==> src/verilog/vcom_bridge_params.svh <==
// Constants for the serial bridge with hardware flow control.
// Assumes a 40 MHz core clock; included by the bridge design files.
// Overview of operation
// RULE1 - The bridge drives the target clear-to-send line as an output.
// RULE2 - The bridge withdraws clear-to-send while its receive buffer is full.
// RULE3 - The target transmitter stops while clear-to-send is withdrawn.
// RULE4 - The target drives request-to-send and asserts it only when ready.
// RULE5 - With flow control on, no new character starts while request-to-send is off.
// RULE6 - A character already in flight is finished, never aborted.
// RULE7 - The target accepts one more character after withdrawing request-to-send.
// RULE8 - Disabled mode leaves clear-to-send undriven and ignores request-to-send.
// RULE9 - Receive-only mode drives clear-to-send and ignores request-to-send.
// RULE10 - Transmit-only mode leaves clear-to-send undriven and gates sending.
// RULE11 - Full mode drives clear-to-send and gates sending on request-to-send.
// RULE12 - With flow control toward the target off, data is sent regardless.
// RULE13 - The target must drive request-to-send when that flow control is on.
// RULE14 - Default link setting is 115200 baud, 8N1, flow control disabled.
// RULE15 - Baud rate is settable from 9600 to 921600 and equal at both ends.
// RULE16 - Data passes only while the link enable is asserted; bytes already in the receive FIFO still drain to the host.
// RULE17 - Request-to-send and clear-to-send are active low.
`ifndef VCOM_BRIDGE_PARAMS_SVH
`define VCOM_BRIDGE_PARAMS_SVH

`define VB_CLK_HZ        40000000
`define VB_BAUD_DEFAULT  115200
`define VB_BAUD_MIN      9600
`define VB_BAUD_MAX      921600
`define VB_DATA_BITS     8
`define VB_FIFO_DEPTH    4
`define VB_DIV_W         16
`define VB_MODE_RESET    2'h0

`endif

==> src/verilog/vcom_bridge_pkg.sv <==
// Types shared by the serial bridge files.
// Assumes nothing beyond the params header.
`default_nettype none
package vcom_bridge_pkg;
    typedef enum logic [1:0] {
        HS_DISABLED = 2'b00,
        HS_RTS      = 2'b01,
        HS_CTS      = 2'b10,
        HS_RTSCTS   = 2'b11
    } hs_mode_t;

    typedef enum logic [1:0] {
        LN_IDLE  = 2'b00,
        LN_START = 2'b01,
        LN_DATA  = 2'b10,
        LN_STOP  = 2'b11
    } line_state_t;

    typedef struct packed {
        logic       valid;
        logic [7:0] data;
    } byte_beat_t;
endpackage
`default_nettype wire

==> src/verilog/vcom_bridge.sv <==
// Bridge end of a UART link with RTS/CTS flow control toward a target.
// Assumes target pins are asynchronous; host side is same-clock logic.
`timescale 1ns/100ps
`default_nettype none
`include "vcom_bridge_params.svh"
module vcom_bridge #(
    parameter int CLK_HZ = `VB_CLK_HZ,
    parameter int DEPTH  = `VB_FIFO_DEPTH
) (
    // Clock and reset
    input  wire logic                  i_clk,
    input  wire logic                  i_rst_n,
    // Configuration
    input  wire logic                  i_link_en,
    input  wire vcom_bridge_pkg::hs_mode_t i_mode,
    input  wire logic [`VB_DIV_W-1:0]  i_baud_div,
    // Host to target stream
    input  wire logic                  i_h2t_valid,
    input  wire logic [7:0]            i_h2t_data,
    output logic                       o_h2t_ready,
    // Target to host stream
    output vcom_bridge_pkg::byte_beat_t o_t2h,
    input  wire logic                  i_t2h_ready,
    // Target pins
    output logic                       o_txd,
    input  wire logic                  i_rxd,
    input  wire logic                  i_rts_n,
    output logic                       o_cts_n,
    output logic                       o_cts_oe_n,
    // Status
    output logic                       o_tx_busy
);
    // Divider holds clocks per bit; 0 means the default rate
    localparam int DEF_DIV = CLK_HZ / `VB_BAUD_DEFAULT;
    localparam int MIN_DIV = CLK_HZ / `VB_BAUD_MAX;
    localparam int MAX_DIV = CLK_HZ / `VB_BAUD_MIN;

    if (MIN_DIV < 4 || MAX_DIV >= (1 << `VB_DIV_W)) begin : g_bad_rate
        $error("vcom_bridge clock rate cannot serve the baud range");
    end

    logic [`VB_DIV_W-1:0] div;
    always_comb begin
        div = i_baud_div; // RULE15
        if (i_baud_div == '0) begin
            div = `VB_DIV_W'(DEF_DIV); // RULE14
        end else if (i_baud_div < `VB_DIV_W'(MIN_DIV)) begin
            div = `VB_DIV_W'(MIN_DIV);
        end else if (i_baud_div > `VB_DIV_W'(MAX_DIV)) begin
            div = `VB_DIV_W'(MAX_DIV);
        end
    end

    // Two-stage synchronisers for the asynchronous target pins
    logic [1:0] rxd_s_q;
    logic [1:0] rts_s_q;
    always_ff @(posedge i_clk or negedge i_rst_n) begin
        if (!i_rst_n) begin
            rxd_s_q <= 2'h3;
            rts_s_q <= 2'h3;
        end else begin
            rxd_s_q <= {rxd_s_q[0], i_rxd};
            rts_s_q <= {rts_s_q[0], i_rts_n};
        end
    end
    logic rxd;
    logic rts_ok;
    assign rxd    = rxd_s_q[1];
    assign rts_ok = !rts_s_q[1]; // RULE17

    logic gate_tx;
    logic drive_cts;
    assign gate_tx   = i_mode[1]; // RULE10 RULE11 RULE12
    assign drive_cts = i_mode[0]; // RULE8 RULE9

    // Transmitter toward the target
    vcom_bridge_pkg::line_state_t tx_st_q;
    logic [`VB_DIV_W-1:0] tx_cnt_q;
    logic [2:0]           tx_bit_q;
    logic [7:0]           tx_sh_q;
    logic                 txd_q;
    logic                 tx_go;
    logic                 tx_tick;

    assign tx_tick = (tx_cnt_q == div - 1'b1);
    // Start only when idle; a character in flight always completes
    logic                 h2t_ready_q;
    assign tx_go = (tx_st_q == vcom_bridge_pkg::LN_IDLE) && h2t_ready_q
                   && i_h2t_valid;
    assign o_h2t_ready = h2t_ready_q;

    // Ready is a flop, so link changes act one cycle late and rts pin changes three (after the synchroniser)
    always_ff @(posedge i_clk or negedge i_rst_n) begin
        if (!i_rst_n) begin
            h2t_ready_q <= 1'b0;
        end else begin
            h2t_ready_q <= i_link_en && (!gate_tx || rts_ok) // RULE5 RULE16
                && (((tx_st_q == vcom_bridge_pkg::LN_IDLE) && !tx_go)
                    || ((tx_st_q == vcom_bridge_pkg::LN_STOP) && tx_tick));
        end
    end

    always_ff @(posedge i_clk or negedge i_rst_n) begin
        if (!i_rst_n) begin
            tx_st_q  <= vcom_bridge_pkg::LN_IDLE;
            tx_cnt_q <= '0;
            tx_bit_q <= '0;
            tx_sh_q  <= '0;
            txd_q    <= 1'b1;
        end else begin
            tx_cnt_q <= tx_tick ? '0 : tx_cnt_q + 1'b1;
            unique case (tx_st_q)
                vcom_bridge_pkg::LN_IDLE: begin
                    tx_cnt_q <= '0;
                    txd_q    <= 1'b1;
                    if (tx_go) begin
                        tx_sh_q <= i_h2t_data;
                        txd_q   <= 1'b0;
                        tx_st_q <= vcom_bridge_pkg::LN_START;
                    end
                end
                vcom_bridge_pkg::LN_START: begin
                    if (tx_tick) begin
                        txd_q    <= tx_sh_q[0];
                        tx_bit_q <= '0;
                        tx_st_q  <= vcom_bridge_pkg::LN_DATA;
                    end
                end
                vcom_bridge_pkg::LN_DATA: begin
                    // No abort path here even if the target withdraws
                    if (tx_tick) begin // RULE6
                        if (tx_bit_q == 3'h7) begin
                            txd_q   <= 1'b1;
                            tx_st_q <= vcom_bridge_pkg::LN_STOP;
                        end else begin
                            txd_q    <= tx_sh_q[tx_bit_q + 3'h1];
                            tx_bit_q <= tx_bit_q + 3'h1;
                        end
                    end
                end
                vcom_bridge_pkg::LN_STOP: begin
                    if (tx_tick) begin
                        tx_st_q <= vcom_bridge_pkg::LN_IDLE;
                    end
                end
            endcase
        end
    end
    assign o_txd = txd_q;

    logic tx_busy_q;
    always_ff @(posedge i_clk or negedge i_rst_n) begin
        if (!i_rst_n) begin
            tx_busy_q <= 1'b0;
        end else begin
            tx_busy_q <= (tx_st_q != vcom_bridge_pkg::LN_IDLE) || tx_go;
        end
    end
    assign o_tx_busy = tx_busy_q;

    // Receiver from the target, mid-bit sampling
    vcom_bridge_pkg::line_state_t rx_st_q;
    logic [`VB_DIV_W-1:0] rx_cnt_q;
    logic [2:0]           rx_bit_q;
    logic [7:0]           rx_sh_q;
    vcom_bridge_pkg::byte_beat_t rx_beat_q;
    logic                 rx_tick;
    logic                 rx_half;

    assign rx_tick = (rx_cnt_q == div - 1'b1);
    assign rx_half = (rx_cnt_q == (div >> 1));

    always_ff @(posedge i_clk or negedge i_rst_n) begin
        if (!i_rst_n) begin
            rx_st_q   <= vcom_bridge_pkg::LN_IDLE;
            rx_cnt_q  <= '0;
            rx_bit_q  <= '0;
            rx_sh_q   <= '0;
            rx_beat_q <= '0;
        end else begin
            rx_beat_q.valid <= 1'b0;
            rx_cnt_q <= rx_tick ? '0 : rx_cnt_q + 1'b1;
            unique case (rx_st_q)
                vcom_bridge_pkg::LN_IDLE: begin
                    rx_cnt_q <= '0;
                    if (!rxd && i_link_en) begin // RULE16
                        rx_st_q <= vcom_bridge_pkg::LN_START;
                    end
                end
                vcom_bridge_pkg::LN_START: begin
                    // False start filtered at mid-bit
                    if (rx_half) begin
                        rx_cnt_q <= '0;
                        rx_bit_q <= '0;
                        rx_st_q  <= rxd ? vcom_bridge_pkg::LN_IDLE
                                        : vcom_bridge_pkg::LN_DATA;
                    end
                end
                vcom_bridge_pkg::LN_DATA: begin
                    if (rx_tick) begin
                        rx_sh_q  <= {rxd, rx_sh_q[7:1]};
                        rx_bit_q <= rx_bit_q + 3'h1;
                        if (rx_bit_q == 3'h7) begin
                            rx_st_q <= vcom_bridge_pkg::LN_STOP;
                        end
                    end
                end
                vcom_bridge_pkg::LN_STOP: begin
                    if (rx_tick) begin
                        // Bad stop bit drops the character
                        rx_beat_q.valid <= rxd && i_link_en;
                        rx_beat_q.data  <= rx_sh_q;
                        rx_st_q         <= vcom_bridge_pkg::LN_IDLE;
                    end
                end
            endcase
        end
    end

    // Receive buffer; overflow only if the target ignores clear-to-send
    logic fifo_in_ready;
    logic fifo_out_valid;
    logic [7:0] fifo_out_data;
    logic fifo_pop;

    vcom_fifo #(
        .WIDTH (`VB_DATA_BITS),
        .DEPTH (DEPTH)
    ) u_rx_fifo (
        .i_clk       (i_clk),
        .i_rst_n     (i_rst_n),
        .i_in_valid  (rx_beat_q.valid),
        .i_in_data   (rx_beat_q.data),
        .o_in_ready  (fifo_in_ready),
        .o_out_valid (fifo_out_valid),
        .o_out_data  (fifo_out_data),
        .i_out_ready (fifo_pop)
    );

    // Output register stage toward the host
    vcom_bridge_pkg::byte_beat_t t2h_q;
    assign fifo_pop = fifo_out_valid && (!t2h_q.valid || i_t2h_ready);
    always_ff @(posedge i_clk or negedge i_rst_n) begin
        if (!i_rst_n) begin
            t2h_q <= '0;
        end else if (fifo_pop) begin
            t2h_q.valid <= 1'b1;
            t2h_q.data  <= fifo_out_data;
        end else if (i_t2h_ready) begin
            t2h_q.valid <= 1'b0;
        end
    end
    assign o_t2h = t2h_q;

    // Clear-to-send: low means room, enable low means driven
    logic cts_n_q;
    logic cts_oe_n_q;
    always_ff @(posedge i_clk or negedge i_rst_n) begin
        if (!i_rst_n) begin
            cts_n_q    <= 1'b1;
            cts_oe_n_q <= 1'b1;
        end else begin
            cts_n_q    <= !fifo_in_ready || !i_link_en; // RULE2 RULE17
            cts_oe_n_q <= !drive_cts; // RULE1 RULE8 RULE9 RULE11
        end
    end
    assign o_cts_n    = cts_n_q;
    assign o_cts_oe_n = cts_oe_n_q;

    // Checks
    property p_full_withdraws;
        @(posedge i_clk) disable iff (!i_rst_n)
        !fifo_in_ready |=> o_cts_n;
    endproperty
    a_full_withdraws: assert property (p_full_withdraws) // RULE2
        else $error("cts not withdrawn with buffer full");

    property p_gate_start;
        @(posedge i_clk) disable iff (!i_rst_n)
        (gate_tx && !rts_ok) |=> !o_h2t_ready;
    endproperty
    a_gate_start: assert property (p_gate_start) // RULE5
        else $error("start taken while rts withdrawn");

    property p_no_abort;
        @(posedge i_clk) disable iff (!i_rst_n)
        $rose(tx_st_q == vcom_bridge_pkg::LN_START) |->
            (tx_st_q != vcom_bridge_pkg::LN_IDLE)[*8];
    endproperty
    a_no_abort: assert property (p_no_abort) // RULE6
        else $error("character cut short");

    property p_undriven;
        @(posedge i_clk) disable iff (!i_rst_n)
        !i_mode[0] |=> o_cts_oe_n;
    endproperty
    a_undriven: assert property (p_undriven) // RULE8
        else $error("cts driven in mode without it");

    property p_driven;
        @(posedge i_clk) disable iff (!i_rst_n)
        i_mode[0] |=> !o_cts_oe_n;
    endproperty
    a_driven: assert property (p_driven) // RULE9
        else $error("cts not driven");

    property p_ignore_rts;
        @(posedge i_clk) disable iff (!i_rst_n)
        (!gate_tx && i_link_en && !o_h2t_ready
            && tx_st_q == vcom_bridge_pkg::LN_IDLE) |=> o_h2t_ready;
    endproperty
    a_ignore_rts: assert property (p_ignore_rts) // RULE12
        else $error("send held with flow control off");

    property p_link_off;
        @(posedge i_clk) disable iff (!i_rst_n)
        !i_link_en |=> !o_h2t_ready && o_cts_n;
    endproperty
    a_link_off: assert property (p_link_off) // RULE16
        else $error("data passed with link disabled");

    property p_busy;
        @(posedge i_clk) disable iff (!i_rst_n)
        (o_h2t_ready && i_h2t_valid) |=> o_tx_busy && !o_txd;
    endproperty
    a_busy: assert property (p_busy) // RULE1
        else $error("start bit missing after accept");

    c_send:  cover property (@(posedge i_clk) o_h2t_ready && i_h2t_valid);
    c_full:  cover property (@(posedge i_clk) !fifo_in_ready);
    c_held:  cover property (@(posedge i_clk) gate_tx && !rts_ok
                             && i_h2t_valid);
    c_recv:  cover property (@(posedge i_clk) o_t2h.valid);
endmodule // vcom_bridge
`default_nettype wire

==> src/verilog/vcom_fifo.sv <==
// Small flip-flop FIFO with valid/ready on both sides.
// Assumes one clock and an asynchronous active-low reset.
`timescale 1ns/100ps
`default_nettype none
module vcom_fifo #(
    parameter int WIDTH = 8,
    parameter int DEPTH = 4
) (
    // Clock and reset
    input  wire logic             i_clk,
    input  wire logic             i_rst_n,
    // Fill side
    input  wire logic             i_in_valid,
    input  wire logic [WIDTH-1:0] i_in_data,
    output logic                  o_in_ready,
    // Drain side
    output logic                  o_out_valid,
    output logic [WIDTH-1:0]      o_out_data,
    input  wire logic             i_out_ready
);
    localparam int AW = (DEPTH > 1) ? $clog2(DEPTH) : 1;

    if (DEPTH < 2 || (DEPTH & (DEPTH - 1)) != 0) begin : g_bad_depth
        $error("vcom_fifo depth must be a power of two of at least 2");
    end

    logic [WIDTH-1:0] mem_q [DEPTH];
    logic [AW-1:0]    wr_q;
    logic [AW-1:0]    rd_q;
    logic [AW:0]      cnt_q;
    logic             push;
    logic             pop;

    assign o_in_ready  = (cnt_q != (AW+1)'(DEPTH));
    assign o_out_valid = (cnt_q != '0);
    assign o_out_data  = mem_q[rd_q];
    assign push        = i_in_valid && o_in_ready;
    assign pop         = o_out_valid && i_out_ready;

    always_ff @(posedge i_clk) begin
        if (push) begin
            mem_q[wr_q] <= i_in_data;
        end
    end

    always_ff @(posedge i_clk or negedge i_rst_n) begin
        if (!i_rst_n) begin
            wr_q  <= '0;
            rd_q  <= '0;
            cnt_q <= '0;
        end else begin
            if (push) begin
                wr_q <= wr_q + 1'b1;
            end
            if (pop) begin
                rd_q <= rd_q + 1'b1;
            end
            cnt_q <= cnt_q + (AW+1)'(push) - (AW+1)'(pop);
        end
    end
endmodule // vcom_fifo
`default_nettype wire
==> config.mk <==
export PLATFORM = sky130hd
export DESIGN_NAME = vcom_bridge
export DESIGN_NICKNAME = d
export VERILOG_FILES = /design/src/verilog/vcom_bridge_pkg.sv /design/src/verilog/vcom_bridge.sv /design/src/verilog/vcom_fifo.sv
export VERILOG_INCLUDE_DIRS = /design/src /design/src/verilog
export SDC_FILE = /design/constraint.sdc
export NUM_CORES = 1
export LEC_CHECK = 0
export BUFFER_PORTS_ARGS = -buffer_cell sky130_fd_sc_hd__buf_2
export CORE_ASPECT_RATIO = 0.8
export CORE_MARGIN = 2
export CORE_UTILIZATION = 40
export DETAILED_ROUTE_END_ITERATION = 7
export GPL_TIMING_DRIVEN = 0
export PLACE_DENSITY = 0.65
export SLEW_MARGIN = 20
export SYNTH_ARGS = -nofsm -noshare
export SYNTH_HDL_FRONTEND = slang
export SYNTH_SLANG_ARGS = --single-unit
==> constraint.sdc <==
create_clock -name i_clk -period 3.3 [get_ports i_clk]
set_clock_uncertainty 0.15 [all_clocks]
set_input_delay 0.66 -clock i_clk [delete_from_list [all_inputs] [get_ports i_clk]]
set_output_delay 0.66 -clock i_clk [all_outputs]
set_load 0.02 [all_outputs]
==> results.json, run 1 <==
{
  "run_status": "complete, but fails checks",
  "violated_checks": "setup timing",
  "vias_in_the_first_global_route": 5534,
  "placed_instance_area_mm2": 0.00780,
  "antenna_cells": 0,
  "yosysTopAreaCell": "sky130_fd_sc_hd__dfrtp_1",
  "final_hold_viol_count": 0,
  "hpwlAfterDp_mm": 12.3,
  "dp_cells": 949,
  "power.static_leakage_uw": 0.00365,
  "design.core.area_mm2": 0.0174,
  "maxCapViolCount": 0,
  "syn_inst": 681,
  "std_cell_rows": 43,
  "routed-via-count": 5775,
  "drc_violations_left": 0,
  "timing.reg2reg.worst_path_depth": 10,
  "full_die_area_mm2": 0.0189,
  "worstSetupPathType": "primary input to flop",
  "timing.final.crit_period_ns": 4.75,
  "netlist.area_leader.share_pct": 29.8,
  "finalCritPeriodShare_pct": 144,
  "critical_path.max_fanout": 9,
  "placement.io_buffers": 42,
  "critical_path.reg2reg.startpoint": "rx_cnt_q[1]",
  "clk_pin_slew_ns": 0.06,
  "slew_viol_final": 0,
  "relSlewSlack_pct": 27.1,
  "cts_made_buffers": 17,
  "cts_buffer_depth": 2,
  "drtIter0Drc": 404,
  "syn-cell-area_mm2": 0.00714,
  "asyncSetResetFlopFracSynth_pct": 74.2,
  "rsz_0062_raised_after_global_routing": "yes",
  "critPathRequiredTime_ns": 3.43,
  "hold_path_end": "rts_s_q[0]",
  "drive_gt1_share_pct": 33.0,
  "fmax_mhz": 210,
  "endpoint_kind": "flop",
  "grt_antenna_before_repair": 0,
  "start_util_pct": 40.9,
  "drt-total-wl_mm": 18.1,
  "yosys_warnings": 0,
  "pwr_per_cell_area_mw_per_mm2": 621,
  "report.final.setup_viol": 61,
  "synth_area_per_cell_um2": 10.5,
  "synth_enable_flop_cells": 32,
  "gp_congestion": 0.974,
  "num_ports": 47,
  "min-delay-start": "i_rts_n",
  "endpoint_arrival_time_on_the_critical_path_ns": 4.89,
  "cts.htree.levels": 4,
  "clkSinkCount": 124,
  "postSynthRegisterBits": 124,
  "hold-path-cell-count": 1,
  "tritoncts": "done",
  "remaining_global_route_overflow": 0,
  "post-route-worst-setup-slack_ns": -1.45,
  "synthDistinctLibCells": 80,
  "synth.area.top_cells": "sky130_fd_sc_hd__dfrtp_1, sky130_fd_sc_hd__edfxtp_1, sky130_fd_sc_hd__mux2_2",
  "hp-class": "primary input to flop",
  "finish.cell_count_without_fillers": 1015,
  "floorplan.die.height_um": 123,
  "clk_latency_ns": 0.42,
  "dr.pass1.iters": 5,
  "final-seq-area_mm2": 0.00327,
  "clock-root-buffer": "sky130_fd_sc_hd__clkbuf_16",
  "ir_drop_uv": 460,
  "timing.reg2reg.setup_slack_ns": -0.15,
  "synth_flop_cell": "sky130_fd_sc_hd__dfrtp_1",
  "design_power_total_uw": 5640,
  "grt_first_pass_wirelength_mm": 29.3,
  "fillers": 1564,
  "crit-reg2reg-capture": "rx_beat_q[3]",
  "detail-route-antenna-nets": 0,
  "seq_area_frac_synth_pct": 45.8,
  "wire_per_inst_um": 17.8,
  "multiInputGateArea_mm2": 0.00401,
  "worst_pin_slew_ns": 1.08,
  "startpoint_type": "primary input",
  "design.final.nets": 830,
  "overall_track_demand_over_capacity_in_global_routing_pct": 19.5,
  "post_drt_via_cell_ratio": 5.69,
  "grt_start_max_net_pins": 59,
  "horizontal_die_dimension_um": 153,
  "net_count_after_synthesis": 734,
  "area_growth_pct": 27.3,
  "final_design_area_no_fill_mm2": 0.00909
}
[repair_timing]
item | CTS | global route
gates resized for setup | 44 | 70
gates cloned | 1 | 1
pin swaps | 18 | 26
hold endpoints to repair | 34 | 0
setup endpoints to repair | 61 | 61
setup buffers | 21 | 12
hold buffers | 1 | 0
[registers in the layout, summed over array words and instances (netlist names), named ones only]
signal	flops
rx_bit_q	3
tx_sh_q	8
rx_sh_q	8
rx_st_q	1
o_h2t_ready	1
o_cts_oe_n	1
rx_cnt_q	16
tx_bit_q	3
tx_cnt_q	16
tx_st_q	2
u_rx_fifo.mem_q	32
o_txd	1
u_rx_fifo.rd_q	2
o_t2h	9
rx_beat_q	9
rts_s_q	2
o_tx_busy	1
o_cts_n	1
u_rx_fifo.cnt_q	3
rxd_s_q	2
u_rx_fifo.wr_q	2
[power by group]
part	switching (uW)	internal [uW]	total, uW
clock network	786	1000	1790
logic	1020	852	1870
registers	181	1810	1990
total	1990	3660	5640
[metal layers]
metal  wire (um)  vias to the layer above  track usage [%]
met2        8040                      216             28.6
met3        1440                       32             5.01
met4         312                        0             6.94
li1            -                     2691                -
met5           0                        -                0
met1        8290                     2836             28.1
[logic make-up after synthesis]
logic type	count (synthesis)	share of synthesized area, %
adders and majority gates	20	3.61
and+or+nand+nor	239	18.0
xor gates and xnor gates	60	7.66
muxes	55	10.1
AOI/OAI and AO/OA	111	10.7
buffers and inverters	72	4.10
DFF	124	45.8
[Yosys cell counts (16+ instances only)]
cell type,count
sky130_fd_sc_hd__nand3_1,25
sky130_fd_sc_hd__xor2_1,23
sky130_fd_sc_hd__clkbuf_1,28
sky130_fd_sc_hd__xnor2_1,35
sky130_fd_sc_hd__o21ai_0,18
sky130_fd_sc_hd__ha_1,19
sky130_fd_sc_hd__dfrtp_1,85
sky130_fd_sc_hd__nor2_1,64
sky130_fd_sc_hd__nor4_1,16
sky130_fd_sc_hd__nand2_1,46
sky130_fd_sc_hd__mux2_2,36
sky130_fd_sc_hd__a21oi_1,26
sky130_fd_sc_hd__inv_1,32
sky130_fd_sc_hd__edfxtp_1,32
[critical path, stage by stage]
cell and delay [ns]:
sky130_fd_sc_hd__buf_12 0.10, sky130_fd_sc_hd__nor4_4 0.38, sky130_fd_sc_hd__a21oi_4 0.13, sky130_fd_sc_hd__nor3_4 0.29, sky130_fd_sc_hd__nand2_2 0.11, sky130_fd_sc_hd__nor2_1 0.10, sky130_fd_sc_hd__ha_2 0.20, sky130_fd_sc_hd__or3b_4 0.38
sky130_fd_sc_hd__or4_4 0.47, sky130_fd_sc_hd__nor3_2 0.27, sky130_fd_sc_hd__a21o_1 0.23, sky130_fd_sc_hd__xor2_1 0.23, sky130_fd_sc_hd__o2111ai_1 0.16, sky130_fd_sc_hd__or4b_4 0.52, sky130_fd_sc_hd__nor3_4 0.18, sky130_fd_sc_hd__buf_12 0.17
sky130_fd_sc_hd__mux2_4 0.30
[cells in the final DEF (no fill, tap or decap), drive strengths merged, types with 14 or more instances in the layout]
cell type and n:
a21oi 27, and3 14, buf 90, clkbuf 43, dfrtp 85, edfxtp 32
ha 19, inv 41, mux2 39, nand2 47, nand3 25, nor2 64
nor3 16, nor4 18, o21ai 19, xnor2 36, xor2 23
[per-stage QoR]
step	hold WS, ns	setup slack [ns]	setup TNS (ns)	utilization [%]
6_report	0.189	-1.45	-77.15	52.1
5_1_grt	0.181	-1.53	-83.86	52.1
4_1_cts	0.182	-1.37	-74.32	50.1
3_5_place_dp	0.198	-2.79	-146.67	44.8
3_3_place_gp	0.197	-2.79	-149.03	44.5
2_1_floorplan	0.195	-1.66	-88.40	-
[cell type report]
type,count,area share [%]
repair buffers,79,6.64
inverters,32,1.32
plain buffers,38,2.49
clock buffers,17,4.68
multi-input cells,485,44.1
flip-flops and latches,124,36.0
clock inverters,15,1.61
well taps,225,3.10
[how the worst max path moves through the flow]
| stage | start | endpoint | slack [ns] | cells after the start |
|---|---|---|---|---|
| after floorplan | i_baud_div[10] | rx_beat_q[0] | -1.66 | 15 |
| after global placement | i_baud_div[5] | rx_sh_q[0] | -2.79 | 16 |
| after detailed placement | i_baud_div[5] | rx_sh_q[3] | -2.79 | 16 |
| after CTS | i_baud_div[10] | rx_sh_q[3] | -1.37 | 17 |
| after global routing | i_baud_div[10] | rx_st_q[0] | -1.53 | 18 |
| final | i_baud_div[10] | rx_beat_q[3] | -1.45 | 17 |
(Power assumes the default switching activity.)
==> run 2: changes to the inputs <==
- MAX_ROUTING_LAYER: not set -> met4
==> run 2 against run 1 <==
Against the previous run: the run still ends with setup timing left; combinational power about the same; worst hold slack gained 0.014 ns; register-to-register slack gained 0.06 ns; global-route usage grew 1.2 points; sequential share of layout area shrank 0.53 points; cell count up 1.6%; clock power rose by 12%; sequential power barely moved; highest routed layer unchanged; total power grew 3.7%.
==> results.json, run 2 (synthesized netlist as in run 1, its figures left out) <==
{
  "floorplan.die.height_um": 123,
  "violated_checks": "setup timing",
  "final_design_area_no_fill_mm2": 0.00922,
  "timing.final.crit_period_ns": 4.80,
  "timing.reg2reg.worst_path_depth": 10,
  "hp-class": "primary input to flop",
  "crit_family": "simple AND/OR/NAND/NOR gates",
  "worst_pin_slew_ns": 1.08,
  "wire_per_inst_um": 18.5,
  "start_util_pct": 40.9,
  "clk_latency_ns": 0.40,
  "cp_slowest_stage_delay_ns": 0.52,
  "drt-total-wl_mm": 19.1,
  "pwr_per_cell_area_mw_per_mm2": 635,
  "antenna_cells": 0,
  "cts_made_buffers": 17,
  "startpoint_type": "primary input",
  "cts_buffer_depth": 2,
  "dr.pass1.iters": 5,
  "top_library_cells_by_usage_in_the_layout_fill_and_taps_aside": "sky130_fd_sc_hd__dfrtp_1, sky130_fd_sc_hd__nor2_1, sky130_fd_sc_hd__nand2_1",
  "remaining_global_route_overflow": 0,
  "drive_gt1_share_pct": 33.1,
  "design.final.nets": 846,
  "post-route-worst-setup-slack_ns": -1.50,
  "preCtsSetupSlack_ns": -2.88,
  "finish.cell_count_without_fillers": 1031,
  "slew_viol_final": 0,
  "grt_start_max_net_pins": 63,
  "hpwlAfterDp_mm": 12.7,
  "num_ports": 47,
  "routed-via-count": 5841,
  "critical_path.endpoint": "rx_beat_q[3]",
  "grt_antenna_before_repair": 0,
  "report.final.setup_viol": 61,
  "design.core.area_mm2": 0.0174,
  "reg.largest.list": "u_rx_fifo.mem_q x32, rx_cnt_q x16, tx_cnt_q x16",
  "endpoint_kind": "flop",
  "endpoint_arrival_time_on_the_critical_path_ns": 4.92,
  "clkSinkCount": 124,
  "power.static_leakage_uw": 0.00377,
  "crit-reg2reg-capture": "rx_beat_q[3]",
  "registers.top_by_ff_count": "u_rx_fifo.mem_q",
  "placement.io_buffers": 42,
  "worstSetupPathDepth": 18,
  "critical_path.reg2reg.startpoint": "rx_cnt_q[1]",
  "drc_violations_left": 0,
  "critical_path.n_buffers_inverters": 4,
  "clk_pin_slew_ns": 0.06,
  "horizontal_die_dimension_um": 153,
  "detail-route-antenna-nets": 0,
  "vias_in_the_first_global_route": 5517,
  "area_growth_pct": 29.2,
  "rsz_0062_raised_after_global_routing": "yes",
  "worstSetupPathType": "primary input to flop",
  "grt_first_pass_wirelength_mm": 29.9,
  "fillers": 1538,
  "largest_register_ffs": 32,
  "clock-root-buffer": "sky130_fd_sc_hd__clkbuf_16",
  "placed_instance_area_mm2": 0.00780,
  "post_drt_via_cell_ratio": 5.67,
  "layout_commonest_cell": "sky130_fd_sc_hd__dfrtp_1",
  "full_die_area_mm2": 0.0189,
  "overall_track_demand_over_capacity_in_global_routing_pct": 20.7,
  "drtIter0Drc": 601,
  "worst_path_max_delay_cell": "sky130_fd_sc_hd__or4b_4",
  "fmax_mhz": 208,
  "run_status": "complete, but fails checks",
  "relSlewSlack_pct": 27.5,
  "maxCapViolCount": 0,
  "layout.core_utilization_pct": 52.9,
  "finalCritPeriodShare_pct": 145,
  "std_cell_rows": 43,
  "critical_path.max_fanout": 10,
  "cts.htree.levels": 4,
  "final_hold_viol_count": 0,
  "timing.reg2reg.setup_slack_ns": -0.09,
  "ir_drop_uv": 495,
  "tritoncts": "done",
  "path_cells": "buf_2 > buf_4 > nand3_2 > a21oi_4 > nor3_4 > buf_2 > a21oi_4 > ha_2 > or3b_4 > or4_4 > nor3_2 > a21o_1 > xor2_1 > o2111ai_1 > or4b_4 > nor3_4 > buf_4 > mux2_2",
  "dp_cells": 949,
  "timing.critical_path.from": "i_baud_div[2]",
  "gp_congestion": 0.965,
  "critPathRequiredTime_ns": 3.43
}
run 2: cell types whose count changed in the layout (fill, tap and decap cells not counted), sizes merged:
cell and delta:
bufinv +4, inv -5, clkbuf +1, clkinvlp +1, buf +15
run 2: timing repair:
action	4_1_cts	5_1_grt
hold endpoints to repair	26	0
pin swaps	16	11
gates cloned	1	1
setup buffers	37	11
resized for setup	38	60
hold buffers	1	0
endpoints found under the setup margin	61	61
run 2: report_power, final:
part	total, uW	internal (uW)	switching (uW)
registers	1980	1810	177
logic	1870	865	1010
clock network	2000	1280	720
run 2: routing by layer:
layer / up-vias / GRT usage (%) / part of all wire [%]
met5: - / - / 0
met1: 2839 / 29.1 / 47
li1: 2720 / - / -
met3: 28 / 5.47 / 7.4
met2: 254 / 29.9 / 44
met4: 0 / 5.56 / 1.5
run 2: worst min path at each step:
stage | startpoint | slack (ns) | endpoint | cells past startpoint
2_1_floorplan | rts_s_q[0] | 0.20 | rts_s_q[1] | 0
3_3_place_gp | rxd_s_q[0] | 0.20 | rxd_s_q[1] | 0
3_5_place_dp | rxd_s_q[0] | 0.20 | rxd_s_q[1] | 0
4_1_cts | i_rts_n | 0.19 | rts_s_q[0] | 1
5_1_grt | i_rts_n | 0.18 | rts_s_q[0] | 1
6_report | i_rts_n | 0.20 | rts_s_q[0] | 1
run 2: worst register-to-register path, delay by kind of cell, from the launching register on:
family / cells / cell delay, ns
AO/OA/AOI/OAI: 1 / 0.23
XOR/XNOR: 1 / 0.14
buffers and inverters: 2 / 0.54
multiplexers: 1 / 0.35
AND/OR/NAND/NOR: 5 / 1.50
flip-flops: 1 / 0.34
run 2: layout make-up:
class / count / area (um^2) / share of cell area [%]
well taps: 225 / 282 / 3.05
repair buffers: 94 / 743 / 8.06
multi-input cells: 485 / 3930 / 42.7
clock inverters: 15 / 211 / 2.29
flip-flops and latches: 124 / 3270 / 35.5
plain buffers: 39 / 235 / 2.55
inverters: 32 / 120 / 1.30
clock buffers: 17 / 425 / 4.61
run 2: per-stage QoR:
stage | hold WS [ns] | TNS, ns | total power, uW
2_1_floorplan | 0.195 | -88.40 | 3160
3_3_place_gp | 0.196 | -156.87 | 3570
3_5_place_dp | 0.197 | -154.04 | 3590
4_1_cts | 0.190 | -76.04 | 5660
5_1_grt | 0.183 | -87.65 | 6160
6_report | 0.203 | -83.24 | 5850
==> run 3: changes to the inputs <==
- CTS_CLUSTER_DIAMETER: not set -> 50
- PLACE_DENSITY: 0.65 -> not set
==> run 3 against run 2 <==
Against the previous run: the flow still finishes with violations (setup timing); clock-buffer cell count is the same; critical path depth did not move; total power is 2.1% lower; via count increased by 0.41%; die area did not move.
==> results.json, run 3 (synthesized netlist as in run 1, its figures left out) <==
{
  "power.clock.fraction_pct": 33.0,
  "vias_in_the_first_global_route": 5801,
  "clk_pin_slew_ns": 0.06,
  "wire_per_inst_um": 19.8,
  "drive_gt1_share_pct": 32.3,
  "cts.htree.levels": 4,
  "fmax_mhz": 214,
  "crit-reg2reg-capture": "rx_sh_q[3]",
  "placed_instance_area_mm2": 0.00780,
  "top_library_cells_by_usage_in_the_layout_fill_and_taps_aside": "sky130_fd_sc_hd__dfrtp_1, sky130_fd_sc_hd__nand2_1, sky130_fd_sc_hd__nor2_1",
  "critical_path.endpoint": "o_txd",
  "grt_start_max_net_pins": 68,
  "overall_track_demand_over_capacity_in_global_routing_pct": 22.7,
  "endpoint_kind": "flop",
  "timing.critical_path.from": "i_baud_div[10]",
  "std_cell_rows": 43,
  "slew_viol_final": 0,
  "remaining_global_route_overflow": 0,
  "drtIter0Drc": 388,
  "dr.pass1.iters": 5,
  "design_power_total_uw": 5730,
  "critical_path.max_fanout": 7,
  "tritoncts": "done",
  "intPower_uw": 3720,
  "layout_commonest_cell": "sky130_fd_sc_hd__dfrtp_1",
  "critPathRequiredTime_ns": 3.48,
  "detail-route-antenna-nets": 0,
  "critical_path.n_buffers_inverters": 3,
  "fillers": 1559,
  "hp-class": "primary input to flop",
  "clk_latency_ns": 0.41,
  "antenna_cells": 0,
  "clock-root-buffer": "sky130_fd_sc_hd__clkbuf_16",
  "post-route-worst-setup-slack_ns": -1.37,
  "worst_pin_slew_ns": 0.992,
  "report.final.setup_viol": 61,
  "cts_made_buffers": 17,
  "gp_congestion": 0.960,
  "ir_drop_uv": 386,
  "grt_antenna_before_repair": 0,
  "power.static_leakage_uw": 0.00369,
  "floorplan.die.height_um": 123,
  "post_drt_via_cell_ratio": 5.74,
  "rsz_0062_raised_after_global_routing": "yes",
  "wl_met3_mm": 1.44,
  "seqPwrFrac_pct": 34.7,
  "start_util_pct": 40.9,
  "dr_wl_met2_mm": 8.73,
  "worstSetupPathDepth": 18,
  "pwr_per_cell_area_mw_per_mm2": 628,
  "cts_buffer_depth": 2,
  "worst_path_max_delay_cell": "sky130_fd_sc_hd__or4_4",
  "design.final.nets": 836,
  "full_die_area_mm2": 0.0189,
  "run_status": "complete, but fails checks",
  "final_hold_viol_count": 0,
  "maxCapViolCount": 0,
  "timing.reg2reg.worst_path_depth": 12,
  "drc_violations_left": 0,
  "critical_path.reg2reg.startpoint": "rx_cnt_q[1]",
  "clkSinkCount": 124,
  "grt_first_pass_wirelength_mm": 32.3,
  "highest-signal-layer": "met4",
  "power_frac_comb_pct": 32.3,
  "placement.io_buffers": 42,
  "drt-total-wl_mm": 20.2,
  "hpwlAfterDp_mm": 14.0,
  "final_design_area_no_fill_mm2": 0.00913,
  "num_ports": 47,
  "timing.final.crit_period_ns": 4.67,
  "path_cells": "buf_12 > nor4_4 > a21oi_4 > nor3_4 > nand2_2 > nor2_4 > ha_4 > or3b_4 > or4_4 > or4_4 > xnor2_2 > nor3_1 > a2111o_1 > nor4_4 > buf_6 > buf_4 > o21bai_1 > mux2_4",
  "timing.reg2reg.setup_slack_ns": -0.17,
  "finalCritPeriodShare_pct": 142,
  "horizontal_die_dimension_um": 153,
  "worstSetupPathType": "primary input to flop",
  "violated_checks": "setup timing",
  "cp_slowest_stage_delay_ns": 0.49,
  "whs_ns": 0.202,
  "design.core.area_mm2": 0.0174,
  "sw_frac_of_total_pct": 35.1,
  "registers.top_by_ff_count": "u_rx_fifo.mem_q",
  "power.net_switching_uw": 2010,
  "reg.largest.list": "u_rx_fifo.mem_q x32, rx_cnt_q x16, tx_cnt_q x16",
  "relSlewSlack_pct": 33.9,
  "area_growth_pct": 27.9,
  "startpoint_type": "primary input",
  "largest_register_ffs": 32,
  "routed-via-count": 5865,
  "crit_family": "simple AND/OR/NAND/NOR gates",
  "endpoint_arrival_time_on_the_critical_path_ns": 4.85,
  "met1_length_mm": 9.70
}
## run 3: cell types whose count changed in the layout (fill, tap and decap cells not counted), sizes merged
cell | before | now
buf | 105 | 94
bufinv | 4 | 1
clkbuf | 44 | 45
clkinv | 4 | 1
clkinvlp | 3 | 2
inv | 36 | 43
## run 3: power groups by stage
stage          clock [uW]  combinational (uW)  sequential, uW
2_1_floorplan           0                1110            2050
3_3_place_gp            0                1590            1990
3_5_place_dp            0                1640            2010
4_1_cts              1930                1800            1980
5_1_grt              2000                2040            2010
6_report             1890                1850            1990
## run 3: through the flow
step / std cells / setup WS, ns / TNS, ns / utilization, %
2_1_floorplan: 681 / -1.66 / -88.40 / -
3_3_place_gp: 948 / -3.07 / -163.44 / 44.5
3_5_place_dp: 949 / -3.10 / -161.81 / 44.7
4_1_cts: 1014 / -1.36 / -74.97 / 51.1
5_1_grt: 1021 / -1.45 / -78.97 / 52.4
6_report: 1021 / -1.37 / -73.11 / 52.4
## run 3: layout make-up
cell class | instances | area, um^2 | share of cell area (%)
buffer | 38 | 250 | 2.74
sequential | 124 | 3270 | 35.8
clock buffer | 17 | 425 | 4.66
timing repair buffer | 85 | 644 | 7.06
multi-input combinational | 485 | 3960 | 43.4
tap | 225 | 282 | 3.08
inverter | 32 | 120 | 1.32
clock inverter | 15 | 173 | 1.89
## run 3: metal layers
layer / vias to the layer above / global-route usage (%)
met3: 31 / 5.08
met1: 2920 / 32.3
met5: - / -
li1: 2698 / -
met2: 216 / 32.8
met4: 0 / 6.25
## run 3: repair_timing
item	in CTS	in global routing
pin swaps	19	21
resized for setup	61	48
setup buffers	31	8
endpoints found under the hold margin	21	0
setup endpoints to repair	61	61
hold buffers	1	0
gates cloned	2	0
## run 3: how the worst min path moves through the flow
stage | startpoint | end | slack, ns | depth (start not counted)
final | i_mode[0] | o_cts_oe_n | 0.20 | 2
after CTS | i_rts_n | rts_s_q[0] | 0.19 | 1
after detailed placement | rts_s_q[0] | rts_s_q[1] | 0.20 | 0
after floorplan | rts_s_q[0] | rts_s_q[1] | 0.20 | 0
after global routing | i_rts_n | rts_s_q[0] | 0.19 | 1
after global placement | rts_s_q[0] | rts_s_q[1] | 0.20 | 0
## run 3: worst reg2reg max path, cell delays in order, from the launching register on
cell and delay (ns):
sky130_fd_sc_hd__dfrtp_1 0.35, sky130_fd_sc_hd__clkbuf_1 0.48, sky130_fd_sc_hd__xnor2_1 0.25, sky130_fd_sc_hd__nor4_2 0.23, sky130_fd_sc_hd__o311ai_1 0.17, sky130_fd_sc_hd__a211oi_1 0.28, sky130_fd_sc_hd__nand4_1 0.14, sky130_fd_sc_hd__nor3b_1 0.24
sky130_fd_sc_hd__nand3b_1 0.12, sky130_fd_sc_hd__buf_6 0.15, sky130_fd_sc_hd__nor4_4 0.26, sky130_fd_sc_hd__buf_6 0.20, sky130_fd_sc_hd__mux2_4 0.31
